### src/inc/xirq_defs.svh
// Constants for the extra external interrupt and nibble port block.
// Assumes the core presents special-function accesses at 8-bit addresses.
`ifndef XIRQ_DEFS_SVH
`define XIRQ_DEFS_SVH

// ----------------------------------------------------------------------
// Addresses
// ----------------------------------------------------------------------
`define XIRQ_CTRL_ADDR 8'hc0
`define XIRQ_PORT_ADDR 8'hd8

// ----------------------------------------------------------------------
// Control register fields
// ----------------------------------------------------------------------
`define XIRQ_C_PRI_BIT 7
`define XIRQ_C_EN_BIT 6
`define XIRQ_C_FLAG_BIT 5
`define XIRQ_C_EDGE_BIT 4
`define XIRQ_B_PRI_BIT 3
`define XIRQ_B_EN_BIT 2
`define XIRQ_B_FLAG_BIT 1
`define XIRQ_B_EDGE_BIT 0

// ----------------------------------------------------------------------
// Reset values and vectors
// ----------------------------------------------------------------------
`define XIRQ_CTRL_RESET 8'h00
`define XIRQ_PORT_RESET 4'hf
`define XIRQ_VEC_BASE 8'h03
`define XIRQ_VEC_STRIDE 8'h08
`define XIRQ_SRC_B 3'h6
`define XIRQ_SRC_C 3'h7

`endif

### src/inc/xirq_pkg.sv
// Types shared by the extra interrupt block and its testbench.
// Assumes nothing beyond a SystemVerilog compiler.
package xirq_pkg;

  // One special-function access from the core, byte or single bit.
  typedef struct packed {
    logic [7:0] addr;
    logic wr;
    logic rd;
    logic [7:0] wdata;
    logic bit_set;
    logic bit_clr;
  } sfr_req_s;

  // The interrupt offered to the core.
  typedef struct packed {
    logic valid;
    logic high;
    logic [2:0] src;
    logic [7:0] vector;
  } irq_grant_s;

endpackage : xirq_pkg

### src/hw/ext_irq_detect.sv
// Edge or level detector and flag for one extra external interrupt input.
// Assumes the pin has already passed a two-stage synchroniser.
`timescale 1ns/1ps
module ext_irq_detect (
  input wire logic ref_clk,
  input wire logic sys_rst,
  input wire logic pin_sync,
  input wire logic edge_sel,
  input wire logic serviced,
  input wire logic sw_wr,
  input wire logic sw_val,
  output logic flag_reg
);

  logic prev_reg;
  logic fall;
  logic flag_next;

  // Falling edge seen on the synchronised pin; an edge beats any clear.
  assign fall = prev_reg & ~pin_sync;
  assign flag_next = !edge_sel ? ~pin_sync :
                     fall ? 1'b1 :
                     serviced ? 1'b0 :
                     sw_wr ? sw_val : flag_reg;

  // Flag and previous pin level.
  always_ff @(posedge ref_clk) begin
    if (sys_rst) begin
      prev_reg <= 1'b1;
      flag_reg <= 1'b0;
    end else begin
      prev_reg <= pin_sync;
      flag_reg <= flag_next;
    end
  end
endmodule : ext_irq_detect

### src/hw/extra_ext_irq.sv
// Extra external interrupts, eight-source arbiter and four-bit port.
// Assumes the core gives one SFR access per cycle on ref_clk, handles the
// six standard sources itself and acknowledges each grant with irq_ack.
`timescale 1ns/1ps
`include "xirq_defs.svh"
// Behaviour
// - Two extra external interrupts b and c act like standard ones.
// - Control register at 0c0h, bit-addressable; bit 0c2h enables b.
// - Priority bit set makes that interrupt high priority, else low.
// - Interrupt c enabled by control bit 6, b by bit 2.
// - Edge-select set means falling edge trigger, clear means low level.
// - Edge mode flag set by hardware on edge, cleared on service.
// - Interrupt b vectors to 33h and polls seventh.
// - Interrupt c vectors to 3bh and polls last.
// - Other six sources vector 03h to 2bh in fixed order.
// - Port at 0d8h, bit-addressable, four bits, quasi-bidirectional.
// - Port bits 2 and 3 double as interrupt inputs b and c.
// - Port write drives pins, read returns pins, bit ops change bits.
// - Reset sets port latches to ones, control register to zero.
module extra_ext_irq #(
  parameter int PORT_W = 4
) (
  input wire logic ref_clk,
  input wire logic sys_rst,
  input xirq_pkg::sfr_req_s sfr,
  output logic [7:0] sfr_rdata_reg,
  output logic sfr_hit_reg,
  input wire logic [5:0] core_req,
  input wire logic [5:0] core_pri,
  input wire logic irq_ack,
  input wire logic irq_reti,
  output xirq_pkg::irq_grant_s grant_reg,
  output logic [1:0] in_service_reg,
  input wire logic [PORT_W-1:0] nibble_port_i,
  output logic [PORT_W-1:0] nibble_port_o_reg,
  output logic [PORT_W-1:0] nibble_port_oe_reg
);

  // --------------------------------------------------------------------
  // State
  // --------------------------------------------------------------------
  logic [7:0] ctrl_reg;
  logic [PORT_W-1:0] latch_reg;
  logic [PORT_W-1:0] pin_meta_reg;
  logic [PORT_W-1:0] pin_sync_reg;
  logic flag_b;
  logic flag_c;

  // --------------------------------------------------------------------
  // Register access decode
  // --------------------------------------------------------------------
  wire ctrl_sel = sfr.addr == `XIRQ_CTRL_ADDR;
  wire port_sel = sfr.addr == `XIRQ_PORT_ADDR;
  wire bit_op = sfr.bit_set | sfr.bit_clr;
  wire ctrl_bsel = sfr.addr[7:3] == 5'(`XIRQ_CTRL_ADDR >> 3);
  wire port_bsel = sfr.addr[7:3] == 5'(`XIRQ_PORT_ADDR >> 3);
  wire [7:0] bit_mask = 8'h01 << sfr.addr[2:0];
  wire [7:0] ctrl_view;
  wire [7:0] port_latch8 = {{(8-PORT_W){1'b0}}, latch_reg};
  wire [7:0] port_pins8 = {{(8-PORT_W){1'b0}}, pin_sync_reg};

  // Control view merges stored bits with the two live flags.
  assign ctrl_view = {ctrl_reg[7:6], flag_c, ctrl_reg[4:2], flag_b,
                      ctrl_reg[0]};

  // Byte write or single-bit read-modify-write of either register.
  wire ctrl_we = (sfr.wr & ctrl_sel) | (bit_op & ctrl_bsel);
  wire port_we = (sfr.wr & port_sel) | (bit_op & port_bsel);
  wire [7:0] ctrl_wval = sfr.wr ? sfr.wdata :
                         sfr.bit_set ? ctrl_view | bit_mask :
                         ctrl_view & ~bit_mask;
  wire [7:0] port_wval = sfr.wr ? sfr.wdata :
                         sfr.bit_set ? port_latch8 | bit_mask :
                         port_latch8 & ~bit_mask;
  wire [7:0] rd_val = ctrl_sel ? ctrl_view :
                      port_sel ? port_pins8 : 8'h00;

  // --------------------------------------------------------------------
  // Arbitration
  // --------------------------------------------------------------------
  wire en_b = ctrl_reg[`XIRQ_B_EN_BIT];
  wire en_c = ctrl_reg[`XIRQ_C_EN_BIT];
  wire [7:0] req = {en_c & flag_c, en_b & flag_b, core_req};
  wire [7:0] pri = {ctrl_reg[`XIRQ_C_PRI_BIT],
                    ctrl_reg[`XIRQ_B_PRI_BIT], core_pri};
  wire [7:0] hi_req = req & pri;
  wire any_hi = |hi_req;
  wire [2:0] pick;
  wire allow;
  wire [7:0] vec;

  // Lowest polling position among the set bits.
  function automatic logic [2:0] first_set(input logic [7:0] v);
    logic [2:0] idx;
    idx = 3'h0;
    for (int i = 7; i >= 0; i--) begin
      if (v[i]) begin
        idx = 3'(i);
      end
    end
    return idx;
  endfunction : first_set

  // High first, then position; a new request must outrank service.
  assign pick = first_set(any_hi ? hi_req : req);
  assign allow = (|req) && !in_service_reg[1] &&
                 (any_hi || !in_service_reg[0]);
  assign vec = `XIRQ_VEC_BASE + {2'b00, pick, 3'b000};

  // A stray acknowledge with no grant up must not clear a pending flag.
  wire serv_b = irq_ack && grant_reg.valid &&
                grant_reg.src == `XIRQ_SRC_B;
  wire serv_c = irq_ack && grant_reg.valid &&
                grant_reg.src == `XIRQ_SRC_C;

  // --------------------------------------------------------------------
  // Extra interrupt inputs on port bits 2 and 3
  // --------------------------------------------------------------------
  ext_irq_detect u_det_b (
    .ref_clk(ref_clk),
    .sys_rst(sys_rst),
    .pin_sync(pin_sync_reg[2]),
    .edge_sel(ctrl_reg[`XIRQ_B_EDGE_BIT]),
    .serviced(serv_b),
    .sw_wr(ctrl_we),
    .sw_val(ctrl_wval[`XIRQ_B_FLAG_BIT]),
    .flag_reg(flag_b)
  );
  ext_irq_detect u_det_c (
    .ref_clk(ref_clk),
    .sys_rst(sys_rst),
    .pin_sync(pin_sync_reg[3]),
    .edge_sel(ctrl_reg[`XIRQ_C_EDGE_BIT]),
    .serviced(serv_c),
    .sw_wr(ctrl_we),
    .sw_val(ctrl_wval[`XIRQ_C_FLAG_BIT]),
    .flag_reg(flag_c)
  );

  // --------------------------------------------------------------------
  // Registers
  // --------------------------------------------------------------------
  // Control register, port latch and the pin outputs.
  always_ff @(posedge ref_clk) begin
    if (sys_rst) begin
      ctrl_reg <= `XIRQ_CTRL_RESET;
      latch_reg <= `XIRQ_PORT_RESET;
      nibble_port_o_reg <= `XIRQ_PORT_RESET;
      nibble_port_oe_reg <= '0;
    end else begin
      if (ctrl_we) begin
        ctrl_reg <= ctrl_wval;
      end
      if (port_we) begin
        latch_reg <= port_wval[PORT_W-1:0];
        nibble_port_o_reg <= port_wval[PORT_W-1:0];
        nibble_port_oe_reg <= ~port_wval[PORT_W-1:0];
      end
    end
  end

  // Two-stage synchroniser on the port pins.
  always_ff @(posedge ref_clk) begin
    if (sys_rst) begin
      pin_meta_reg <= '1;
      pin_sync_reg <= '1;
    end else begin
      pin_meta_reg <= nibble_port_i;
      pin_sync_reg <= pin_meta_reg;
    end
  end

  // Read data is captured on the read strobe.
  always_ff @(posedge ref_clk) begin
    if (sys_rst) begin
      sfr_rdata_reg <= 8'h00;
      sfr_hit_reg <= 1'b0;
    end else if (sfr.rd) begin
      sfr_rdata_reg <= rd_val;
      sfr_hit_reg <= ctrl_sel | port_sel;
    end
  end

  // Grant to the core; withdrawn in the cycle after an acknowledge.
  always_ff @(posedge ref_clk) begin
    if (sys_rst) begin
      grant_reg <= '0;
    end else begin
      grant_reg.valid <= allow && !irq_ack;
      grant_reg.high <= any_hi;
      grant_reg.src <= pick;
      grant_reg.vector <= vec;
    end
  end

  // Service level: bit 1 high, bit 0 low; return ends the higher.
  always_ff @(posedge ref_clk) begin
    if (sys_rst) begin
      in_service_reg <= 2'b00;
    end else if (irq_ack && grant_reg.valid) begin
      in_service_reg[grant_reg.high ? 1 : 0] <= 1'b1;
    end else if (irq_reti) begin
      if (in_service_reg[1]) begin
        in_service_reg[1] <= 1'b0;
      end else begin
        in_service_reg[0] <= 1'b0;
      end
    end
  end
endmodule : extra_ext_irq

### config.mk
export PLATFORM = sky130hd
export DESIGN_NAME = extra_ext_irq
export DESIGN_NICKNAME = d
export VERILOG_FILES = /design/src/inc/xirq_pkg.sv /design/src/hw/ext_irq_detect.sv /design/src/hw/extra_ext_irq.sv
export VERILOG_INCLUDE_DIRS = /design/src /design/src/inc
export SDC_FILE = /design/constraint.sdc
export NUM_CORES = 1
export LEC_CHECK = 0
export BUFFER_PORTS_ARGS = -buffer_cell sky130_fd_sc_hd__buf_2
export CORE_MARGIN = 4
export CORE_UTILIZATION = 29
export DETAILED_ROUTE_END_ITERATION = 7
export PLACE_DENSITY = 0.49
export SYNTH_ARGS = -nofsm -noshare
export SYNTH_HDL_FRONTEND = slang
export SYNTH_SLANG_ARGS = --single-unit
### constraint.sdc
create_clock -name ref_clk -period 2 [get_ports ref_clk]
set_input_delay 0.3 -clock ref_clk [delete_from_list [all_inputs] [get_ports ref_clk]]
set_output_delay 0.3 -clock ref_clk [all_outputs]
set_load 0.03 [all_outputs]
# Yosys cells after proc, flatten, opt, wreduce, memory -nomap -nowiden
# Index checks and enable logic that the tools add are counted.
# op_classes
add_sub_neg	1
n_lt_le_gt_ge	2
n_eq_ne	9
shifts	1
muxes	29
bitwise	22
n_reduce_logical	15
# ops
cell	n
2-to-1 mux 8 bit	4
2-to-1 mux 3 bit	8
bitwise AND 8 bit	2
== test 8 bit (second input constant)	2
OR reduction 8 bit	2
2-to-1 mux 4 bit	3
2-to-1 mux 1 bit	11
== test 5 bit (second input constant)	2
bitwise AND 1 bit	8
inequality test 4 x 1 -> 1 bit (second input constant)	2
inverter 8 bit	1
OR 8 bit	1
<< shifter 1 x 3 -> 8 bit (first input constant)	1
adder 2 x 6 -> 7 bit (first input constant)	1
logical AND 1 bit	7
== test 3 bit (second input constant)	2
bitwise AND 4 bit	1
2-to-1 mux 2 bit	2
inverter 4 bit	1
OR 1 bit	4
OR 4 bit	1
zero test 1 bit	3
less-than comparator 1 x 2 -> 1 bit (second input constant)	1
inequality test 2 x 1 -> 1 bit (second input constant)	1
other kinds (7)	8
# word_totals
ff_bits	52
input_bits	40
output_inout_bits	32
elab_cells	96

# Longest topological paths before layout
# Gate-level depths: netlist of run 1.
# depth
depth_word	13
ltp_mapped	7
depth_no_buf	5

# Cells and area by module
# Synthesis of run 1 repeated with hierarchy kept, for this count alone.
# hier_totals
cells_unflattened	254
hier_area_um2	2194.6
# by_module_without_submodules
mod	instances	cells_per_inst	area_per_inst_um2	seq_area_each_um2
extra_ext_irq	1	240	2034.5	780.7
ext_irq_detect	2	7	80.1	40.0

# Worst setup path after synthesis of run 1
# OpenSTA, ideal clock, no wires.
# synth_timing
path_type	input-to-reg
start	in core_req[1]
end	reg grant_reg[9] (netlist bit)
setup_time_ns	0.120
arrival_time_ns	1.506
required_ns	1.880
path_slack_ns	0.374
cell_stages	5
path_buffers	0
path_cell_list	a222oi_1 > nand2_2 > o41ai_2 > a21boi_1 > o31a_1
# synth_between
elab_chain_cells	11
# synth_rtl
element	line	source
start: declaration	extra_ext_irq.sv:28	input wire logic [5:0] core_req,
bitwise AND 8 bit	extra_ext_irq.sv:86	wire [7:0] hi_req = req & pri;
OR reduction 8 bit	extra_ext_irq.sv:87	wire any_hi = |hi_req;
2-to-1 mux 8 bit (*)	extra_ext_irq.sv:105	assign pick = first_set(any_hi ? hi_req : req);
2-to-1 mux 3 bit (7 in a row)	extra_ext_irq.sv:97	if (v[i]) begin
2-to-1 mux 3 bit (*)	extra_ext_irq.sv:97	
end: declaration	extra_ext_irq.sv:32	output xirq_pkg::irq_grant_s grant_reg,
# Mark *: on every way between the ends. The rest lies on a longest branch, timed or not.
# A chain may end at the register's enable or synchronous reset.

==> flow_summary.json, run 1 <==
{
  "via_per_inst": 4.75,
  "critPathLaunchType": "flop",
  "antennaDiodeCount": 0,
  "hold_class": "in2reg",
  "ys_seq_area_share_pct": 40.3,
  "gr-usage-all-layers_pct": 13.5,
  "grt_setup_unrepaired": "false",
  "critPathCaptureType": "flop",
  "synthFlopType": "dfxtp_1",
  "fin_skew_ns": 0.00640,
  "cp_max_fo": 6,
  "yosysWarnings": 0,
  "grt_pass1_vias": 1952,
  "outcome": "finished clean",
  "regToRegSetupSlack_ns": 0.29,
  "drtPass1Iterations": 6,
  "fin_crit_sh_pct": 85.6,
  "cts_tree": "yes",
  "io_buffers": 68,
  "final_cell_area_um2": 2670,
  "power_leakage_uw": 0.00112,
  "wl_per_cell_um": 13.5,
  "die_w_um": 93.8,
  "totalWireLength_um": 5730,
  "grt_max_degree": 31,
  "grt.overflow.total": 0,
  "fin_hold_ws_ns": 0.175,
  "area_growth_pct": 25.0,
  "synth_area_um2": 2140,
  "cts.repair.resized": 0,
  "insertion_delay_ns": 0.30,
  "gp_congestion": 0.816,
  "nets": 364,
  "avgSynthCellArea_um2": 8.25,
  "worstHoldStart": "nibble_port_i[1]",
  "cp.arrival_ns": 1.96,
  "core_area_um2": 7210,
  "io_pins": 72,
  "postCtsHoldBufs": 0,
  "cts.clk_slew.worst_paths_ns": 0.08,
  "drv_slew": 0,
  "setup_violations": 0,
  "synth_seq_cells": 43,
  "hpwl_um": 4480,
  "dieArea_um2": 8800,
  "tns_ns": 0,
  "h-tree-depth": 2,
  "synth_edf_count": 0,
  "grt_pass1_wl_um": 9400,
  "layout-drive-gt1-share_pct": 32.3,
  "drc": 0,
  "synth_cell_types": 50,
  "period_needed_ns": 1.71,
  "synthArstFlopShare_pct": 0,
  "max_freq_ghz": 0.584,
  "num_rows": 31,
  "ant_nets": 0,
  "vias": 2013,
  "die_h_um": 93.8,
  "initial_core_util_pct": 29.6,
  "cp.required_ns": 2.25,
  "slew_headroom_pct": 39.9,
  "cts_buffers": 5,
  "max_cap_viol_count": 0,
  "ir_worst_vdd_mv": 0.209,
  "tightest_slew_ns": 0.888,
  "clk_path_buf_depth": 2,
  "syn_inst": 259,
  "clkSinkCount": 43,
  "place_area_um2": 2560,
  "worstSetupPathType": "reg2reg",
  "post_cts_buffers": 0,
  "first_iter_violations": 42,
  "finalHoldViolCount": 0,
  "antenna_found_initial": 0,
  "power_density_nw_per_um2": 674,
  "cts_root_buf": "clkbuf_8"
}
-- critical path, stage by stage (launching register included) --
cell and delay, ns:
dfxtp_1 0.44, and3_1 0.26, or3_1 0.24, o21bai_1 0.12, a221oi_1 0.39, o31a_1 0.21
-- worst paths after layout --
check,end,cells after the start
worst max-delay path,grant_reg[9]$_SDFF_PP0_,5
worst min-delay path,pin_meta_reg[1]$_SDFF_PP1_,2
worst max register to register,grant_reg[9]$_SDFF_PP0_,5
worst min register to register,pin_sync_reg[3]$_SDFF_PP1_,1
-- synthesized netlist by cell type, drive strengths merged, types with 4 or more instances --
cell type | number | area share (%)
a211oi | 8 | 2.8
a21oi | 20 | 4.7
a221oi | 4 | 1.9
a22oi | 8 | 2.8
a31oi | 5 | 1.5
and2 | 4 | 1.3
buf | 13 | 3.7
clkbuf | 8 | 1.4
dfxtp | 43 | 40
inv | 8 | 1.4
nand2 | 24 | 4.3
nand2b | 12 | 3.5
nand3 | 7 | 1.6
nor2 | 21 | 3.7
nor3 | 7 | 1.6
o21ai | 12 | 2.8
o21bai | 6 | 2.3
o31ai | 6 | 2.1
or2 | 12 | 3.5
-- layer usage --
metal,GRT usage (%),part of all wire [%],up-vias
met3,3.29,5.4,5
met2,20.5,45,55
li1,-,-,1051
met1,18.5,49,902
met5,0,0,-
met4,4.93,0.94,0
-- cells by family after synthesis --
kind of cell / Yosys count / share of synthesized area (%)
AOI/OAI and AO/OA: 85 / 27.7
and+or+nand+nor: 100 / 24.8
muxes: 1 / 0.527
other: 1 / 0.176
DFF: 43 / 40.3
buffers and inverters: 29 / 6.56
-- power by group --
group	internal, uW	total, uW	switching [uW]
logic	109	285	176
clock network	314	614	300
registers	883	899	15.9
-- layout make-up --
cell class,count,area [um2]
sequential,43,861
clock inverter,1,7.51
timing repair buffer,77,408
clock buffer,7,96.3
tap,99,124
fill,812,4550
inverter,8,30.0
multi-input combinational,189,1140
-- metrics by stage --
stage	worst slack (ns)	cells	power, uW	utilization, %
after detailed placement	0.152	416	1210	35.6
after global routing	0.0549	424	1900	37.0
after CTS	0.275	424	1830	37.0
final	0.288	424	1800	37.0
after global placement	0.143	416	1210	35.6
after floorplan	0.374	261	1110	-
-- cells in the final DEF, fill, tap and decap left out, types with 2 or more instances in the layout --
| cell type | n |
|---|---|
| buf_2 | 68 |
| dfxtp_1 | 43 |
| nand2_1 | 23 |
| nor2_1 | 21 |
| a21oi_1 | 20 |
| nand2b_1 | 12 |
| o21ai_0 | 12 |
| or2_2 | 11 |
| buf_4 | 9 |
| a211oi_1 | 8 |
| a22oi_1 | 8 |
| inv_1 | 8 |
| nor3_1 | 7 |
| nand3_1 | 7 |
| clkbuf_8 | 7 |
| o31ai_1 | 6 |
| o21bai_1 | 5 |
| a31oi_1 | 5 |
| or3_1 | 3 |
| a221oi_1 | 3 |
| o21a_1 | 3 |
| conb_1 | 3 |
| and3_1 | 2 |
| and2_2 | 2 |
| o41ai_1 | 2 |
| nand3b_1 | 2 |
| and2_1 | 2 |
Power figures use the tool's default switching activity.
==> inputs of run 2 (changes only) <==
--- a/config.mk
+++ b/config.mk
@@ -6,6 +6,7 @@
 export SDC_FILE = /design/constraint.sdc
 export NUM_CORES = 1
 export LEC_CHECK = 0
+export ABC_AREA = 1
 export BUFFER_PORTS_ARGS = -buffer_cell sky130_fd_sc_hd__buf_2
 export CORE_MARGIN = 4
 export CORE_UTILIZATION = 29
==> flow_summary.json, run 2 <==
{
  "hold_class": "in2reg",
  "setup_violations": 0,
  "avgSynthCellArea_um2": 7.22,
  "place_area_um2": 2500,
  "r2r-end": "grant_reg[10]$_SDFF_PP0_",
  "crit_path_cell_trace": "buf_2, nor2_2, nand2_2, o21ai_2, nand2_2, nor3_4, o21ai_0, o211a_1",
  "seq_power_share_pct": 47.7,
  "synthTopCellsByArea": "dfxtp_1, nand2_1, inv_1",
  "power_density_nw_per_um2": 726,
  "synth_edf_count": 0,
  "crit_path_top_delay_cell": "nor3_4",
  "final_cell_mix": "buf_2, nand2_1, dfxtp_1",
  "via_per_inst": 4.48,
  "antenna_found_initial": 0,
  "area_growth_pct": 24.2,
  "cp_max_fo": 12,
  "final_cell_area_um2": 2620,
  "gp_congestion": 0.789,
  "yosys-mux-area-fraction_pct": 0,
  "post_cts_buffers": 0,
  "synth-simple-area-share_pct": 25.9,
  "cts_root_buf": "clkbuf_8",
  "yosysTopAreaCell": "dfxtp_1",
  "num_rows": 30,
  "cp.required_ns": 2.19,
  "critPathLaunchType": "input pin",
  "synth_fa_ha_area_share_pct": 0,
  "yosysMostFrequentCell": "nand2_1",
  "yosysWarnings": 0,
  "io_pins": 72,
  "ant_nets": 0,
  "finalHoldViolCount": 0,
  "tns_ns": 0,
  "drc": 0,
  "clkSinkCount": 43,
  "antennaDiodeCount": 0,
  "synth_compound_area_share_pct": 20.3,
  "cts.clk_slew.worst_paths_ns": 0.08,
  "fin_skew_ns": 0.00255,
  "synth_seq_cells": 43,
  "grt_setup_unrepaired": "false",
  "switchingPower_uw": 510,
  "hpwl_um": 4260,
  "grt_max_degree": 29,
  "crit_family": "simple AND/OR/NAND/NOR gates",
  "outcome": "finished clean",
  "p_comb_share_pct": 15.2,
  "cts.repair.resized": 0,
  "regToRegSetupSlack_ns": 0.58,
  "switching_share_pct": 26.8,
  "cp-endpoint": "nibble_port_oe_reg[0]$_SDFFE_PP0P_",
  "initial_core_util_pct": 30.4,
  "die_h_um": 93.3,
  "cts_buffers": 5,
  "ys_seq_area_share_pct": 40.8,
  "layout-drive-gt1-share_pct": 30.3,
  "power_leakage_uw": 0.00136,
  "syn_inst": 292,
  "grt_pass1_vias": 1847,
  "clk_path_buf_depth": 2,
  "cp.arrival_ns": 1.68,
  "core_area_um2": 6940,
  "vias": 2028,
  "cts_tree": "yes",
  "max_freq_ghz": 0.671,
  "fin_crit_sh_pct": 74.5,
  "synth_cell_types": 36,
  "critPathCaptureType": "flop",
  "dieArea_um2": 8700,
  "worstSetupPathType": "in2reg",
  "nets": 396,
  "ir_worst_vdd_mv": 0.373,
  "period_needed_ns": 1.49,
  "synth_top_family_by_area": "simple AND/OR/NAND/NOR gates",
  "synth_top_area_share_pct": 40.8,
  "insertion_delay_ns": 0.30,
  "postCtsHoldBufs": 0,
  "holdPathStages": 2,
  "max_cap_viol_count": 0,
  "io_buffers": 68,
  "startpoint": "sfr[12]",
  "die_w_um": 93.3,
  "final_common_cell": "buf_2",
  "grt.overflow.total": 0,
  "synthArstFlopShare_pct": 0,
  "h-tree-depth": 2,
  "p_int_uw": 1390,
  "drtPass1Iterations": 4,
  "first_iter_violations": 70,
  "gr-usage-all-layers_pct": 12.8,
  "drv_slew": 0,
  "crit_top_cell": "nand2_2",
  "cp_num_buf_inv": 1,
  "ff2ff_path_depth": 9,
  "path_depth": 8,
  "synthFlopType": "dfxtp_1",
  "cpPeakStageDelay_ns": 0.39,
  "synth_common_cells": "nand2_1, dfxtp_1, inv_1, o21ai_0, a21oi_1",
  "synthXorXnorAreaFrac_pct": 0,
  "rr_startpoint": "u_det_c.flag_reg$_SDFFE_PP0P_",
  "wl_per_cell_um": 11.9,
  "totalWireLength_um": 5410,
  "clkPwrFrac_pct": 37.1,
  "synth_area_um2": 2110,
  "grt_pass1_wl_um": 8710
}
## run 2: how the worst min path moves through the flow
| stage | slack (ns) | endpoint | startpoint |
|---|---|---|---|
| detailed placement | 0.40 | pin_sync_reg[1]$_SDFF_PP1_ | pin_meta_reg[1]$_SDFF_PP1_ |
| CTS | 0.17 | pin_meta_reg[1]$_SDFF_PP1_ | nibble_port_i[1] |
| global placement | 0.39 | pin_sync_reg[0]$_SDFF_PP1_ | pin_meta_reg[0]$_SDFF_PP1_ |
| floorplan | 0.39 | pin_sync_reg[0]$_SDFF_PP1_ | pin_meta_reg[0]$_SDFF_PP1_ |
| global route | 0.16 | pin_meta_reg[2]$_SDFF_PP1_ | nibble_port_i[2] |
| finish | 0.18 | pin_meta_reg[3]$_SDFF_PP1_ | nibble_port_i[3] |
## run 2: kinds of logic (layout without fill, tap and decap cells)
kind of cell	Yosys count	count (layout)
compound gates	71	71
buf+inv	63	126
flops	43	43
simple gates	114	114
other cells	1	3
## run 2: power groups by stage
stage               combinational [uW]  sequential, uW  clock [uW]
CTS                                293             908         728
detailed placement                 291             928           0
global route                       324             912         772
global placement                   291             927           0
floorplan                          159             965           0
finish                             290             907         705
## run 2: cell type report
cell class	count	area, um2
Clock buffer	6	82.6
Multi-Input combinational cell	188	985
Sequential cell	43	861
Clock inverter	2	35.0
Tap cell	96	120
Fill cell	771	4330
Timing Repair Buffer	70	355
Inverter	48	180
## run 2: routing by layer
metal  share of wire (%)  GRT usage, %
met1                  50          17.2
met2                  40          19.1
met3                 8.6          4.51
met4                 1.0          4.03
met5                   0             0
## run 2: per-stage QoR
stage / setup slack [ns] / power [uW] / std cells / hold slack (ns) / utilization (%)
floorplan: 0.721 / 1120 / 294 / 0.389 / -
global placement: 0.270 / 1220 / 445 / 0.395 / 36.0
detailed placement: 0.202 / 1220 / 445 / 0.396 / 36.0
CTS: 0.522 / 1930 / 453 / 0.171 / 37.7
global route: 0.352 / 2010 / 453 / 0.164 / 37.7
finish: 0.510 / 1900 / 453 / 0.180 / 37.7
==> inputs of run 3 (changes only) <==
--- a/config.mk
+++ b/config.mk
@@ -11,7 +11,7 @@
 export CORE_MARGIN = 4
 export CORE_UTILIZATION = 29
 export DETAILED_ROUTE_END_ITERATION = 7
-export PLACE_DENSITY = 0.49
+export PLACE_DENSITY = 0.51
 export SYNTH_ARGS = -nofsm -noshare
 export SYNTH_HDL_FRONTEND = slang
 export SYNTH_SLANG_ARGS = --single-unit
==> constraint.sdc (replaced) <==
create_clock -name ref_clk -period 1.2 [get_ports ref_clk]
set_input_delay 0.18 -clock ref_clk [delete_from_list [all_inputs] [get_ports ref_clk]]
set_output_delay 0.18 -clock ref_clk [all_outputs]
set_load 0.03 [all_outputs]
==> flow_summary.json, run 3 (synthesized netlist as in run 2, its figures left out) <==
{
  "outcome": "finished, violations left",
  "violations": "setup timing",
  "antennaDiodeCount": 0,
  "worstSetupPathType": "reg2reg",
  "gp_congestion": 0.819,
  "routed.top_layer": "met4",
  "critPathLaunchType": "flop",
  "dieArea_um2": 8700,
  "gr-usage-all-layers_pct": 13.3,
  "power_density_nw_per_um2": 1120,
  "fin_util_pct": 44.3,
  "ir_worst_vdd_mv": 0.733,
  "fin_crit_sh_pct": 111,
  "antenna_found_initial": 0,
  "cts_buffers": 5,
  "core_area_um2": 6940,
  "final_cell_area_um2": 3070,
  "totalWireLength_um": 5550,
  "insertion_delay_ns": 0.29,
  "total_power_uw": 3440,
  "period_needed_ns": 1.34,
  "cts_root_buf": "clkbuf_8",
  "grt.overflow.total": 0,
  "first_iter_violations": 96,
  "p_comb_share_pct": 17.6,
  "switching_share_pct": 25.6,
  "cts_tree": "yes",
  "grt_setup_unrepaired": "true",
  "hpwl_um": 4390,
  "die_h_um": 93.3,
  "num_rows": 30,
  "io_buffers": 68,
  "switchingPower_uw": 879,
  "via_per_inst": 4.37,
  "fillers": 728,
  "die_w_um": 93.3,
  "critPathCaptureType": "flop",
  "cp.arrival_ns": 1.55,
  "h-tree-depth": 2,
  "clkPwrFrac_pct": 38.6,
  "cp_max_fo": 6,
  "cp.required_ns": 1.42,
  "nets": 437,
  "grt_pass1_wl_um": 9290,
  "grt_pass1_vias": 2071,
  "layout-drive-gt1-share_pct": 41.7,
  "dp.cells": 485,
  "wl_per_cell_um": 11.2,
  "final_cell_mix": "buf_2, nand2_1, buf_4",
  "area_growth_pct": 45.8,
  "drv_slew": 0,
  "route.met2.wl_um": 2300,
  "setup_violations": 3,
  "grt_max_degree": 30,
  "drtPass1Iterations": 4,
  "p_int_uw": 2560,
  "clkSinkCount": 43,
  "io_pins": 72,
  "finalHoldViolCount": 0,
  "max_freq_ghz": 0.749,
  "route.met3.wl_um": 454,
  "place_area_um2": 2830,
  "vias": 2161,
  "wl_met1_um": 2760,
  "drc": 0,
  "power_leakage_uw": 0.00164,
  "ant_nets": 0,
  "initial_core_util_pct": 30.4,
  "seq_power_share_pct": 43.8,
  "max_cap_viol_count": 0,
  "tns_ns": -0.243,
  "clk_path_buf_depth": 2,
  "hold_class": "in2reg",
  "cts.clk_slew.worst_paths_ns": 0.08,
  "fin_skew_ns": 0.00903,
  "final_common_cell": "buf_2",
  "stdcell_count": 494,
  "final.setup.worst_slack_ns": -0.135
}
## run 3: cell types whose count changed in the layout (fill, tap and decap cells not counted), sizes merged
| cell | change |
|---|---|
| clkinv | -1 |
| buf | +41 |
| bufinv | +1 |
## run 3: power by group through the flow
stage / logic, uW / registers, uW / clock network [uW]
floorplan: 266 / 1610 / 0
CTS: 579 / 1510 / 1360
global placement: 575 / 1540 / 0
finish: 604 / 1510 / 1330
detailed placement: 575 / 1540 / 0
global route: 672 / 1520 / 1420
## run 3: path summary, 6_finish.rpt
check,start,endpoint,depth (start not counted),slack [ns]
min,nibble_port_i[2],pin_meta_reg[2]$_SDFF_PP1_,2,0.07
max,flop,grant_reg[10]$_SDFF_PP0_,9,-0.14
max reg2reg,flop,grant_reg[10]$_SDFF_PP0_,9,-0.14
min reg2reg,pin_meta_reg[3]$_SDFF_PP1_,pin_sync_reg[3]$_SDFF_PP1_,1,0.41
## run 3: stage by stage
stage	worst slack [ns]	hold slack, ns
final	-0.135	0.0677
after global placement	-0.256	0.363
after global routing	-0.222	0.0520
after detailed placement	-0.266	0.365
after CTS	-0.117	0.0574
after floorplan	0.000643	0.284
## run 3: cell type report
type / instances / area (um2) / area share (%)
clock inverter: 2 / 60.1 / 1.95
sequential: 43 / 868 / 28.2
multi-input combinational: 188 / 1080 / 35.0
clock buffer: 6 / 72.6 / 2.36
tap: 96 / 120 / 3.91
timing repair buffer: 111 / 692 / 22.5
inverter: 48 / 185 / 6.02
## run 3: timing repair
action / in CTS / in global routing
setup buffers: 0 / 1
pin swaps: 0 / 12
endpoints found under the setup margin: 4 / 17
gates resized for setup: 4 / 30
hold buffers: 0 / 0
## run 3: metal layers
metal  vias to the layer above  track usage [%]
met1                       926             18.6
met2                        71             20.4
li1                       1160                -
met4                         0             3.54
met3                         4             3.22
met5                         -                0
## run 3: worst max-delay path, cell delays in order (launching register included)
cell     delay, ns
dfxtp_2       0.35
nand3_2       0.09
nand2_2       0.09
nor2_4        0.05
nand2_4       0.11
inv_4         0.04
nand2_2       0.05
nand3_2       0.06
or2_4         0.26
nor3_2        0.16
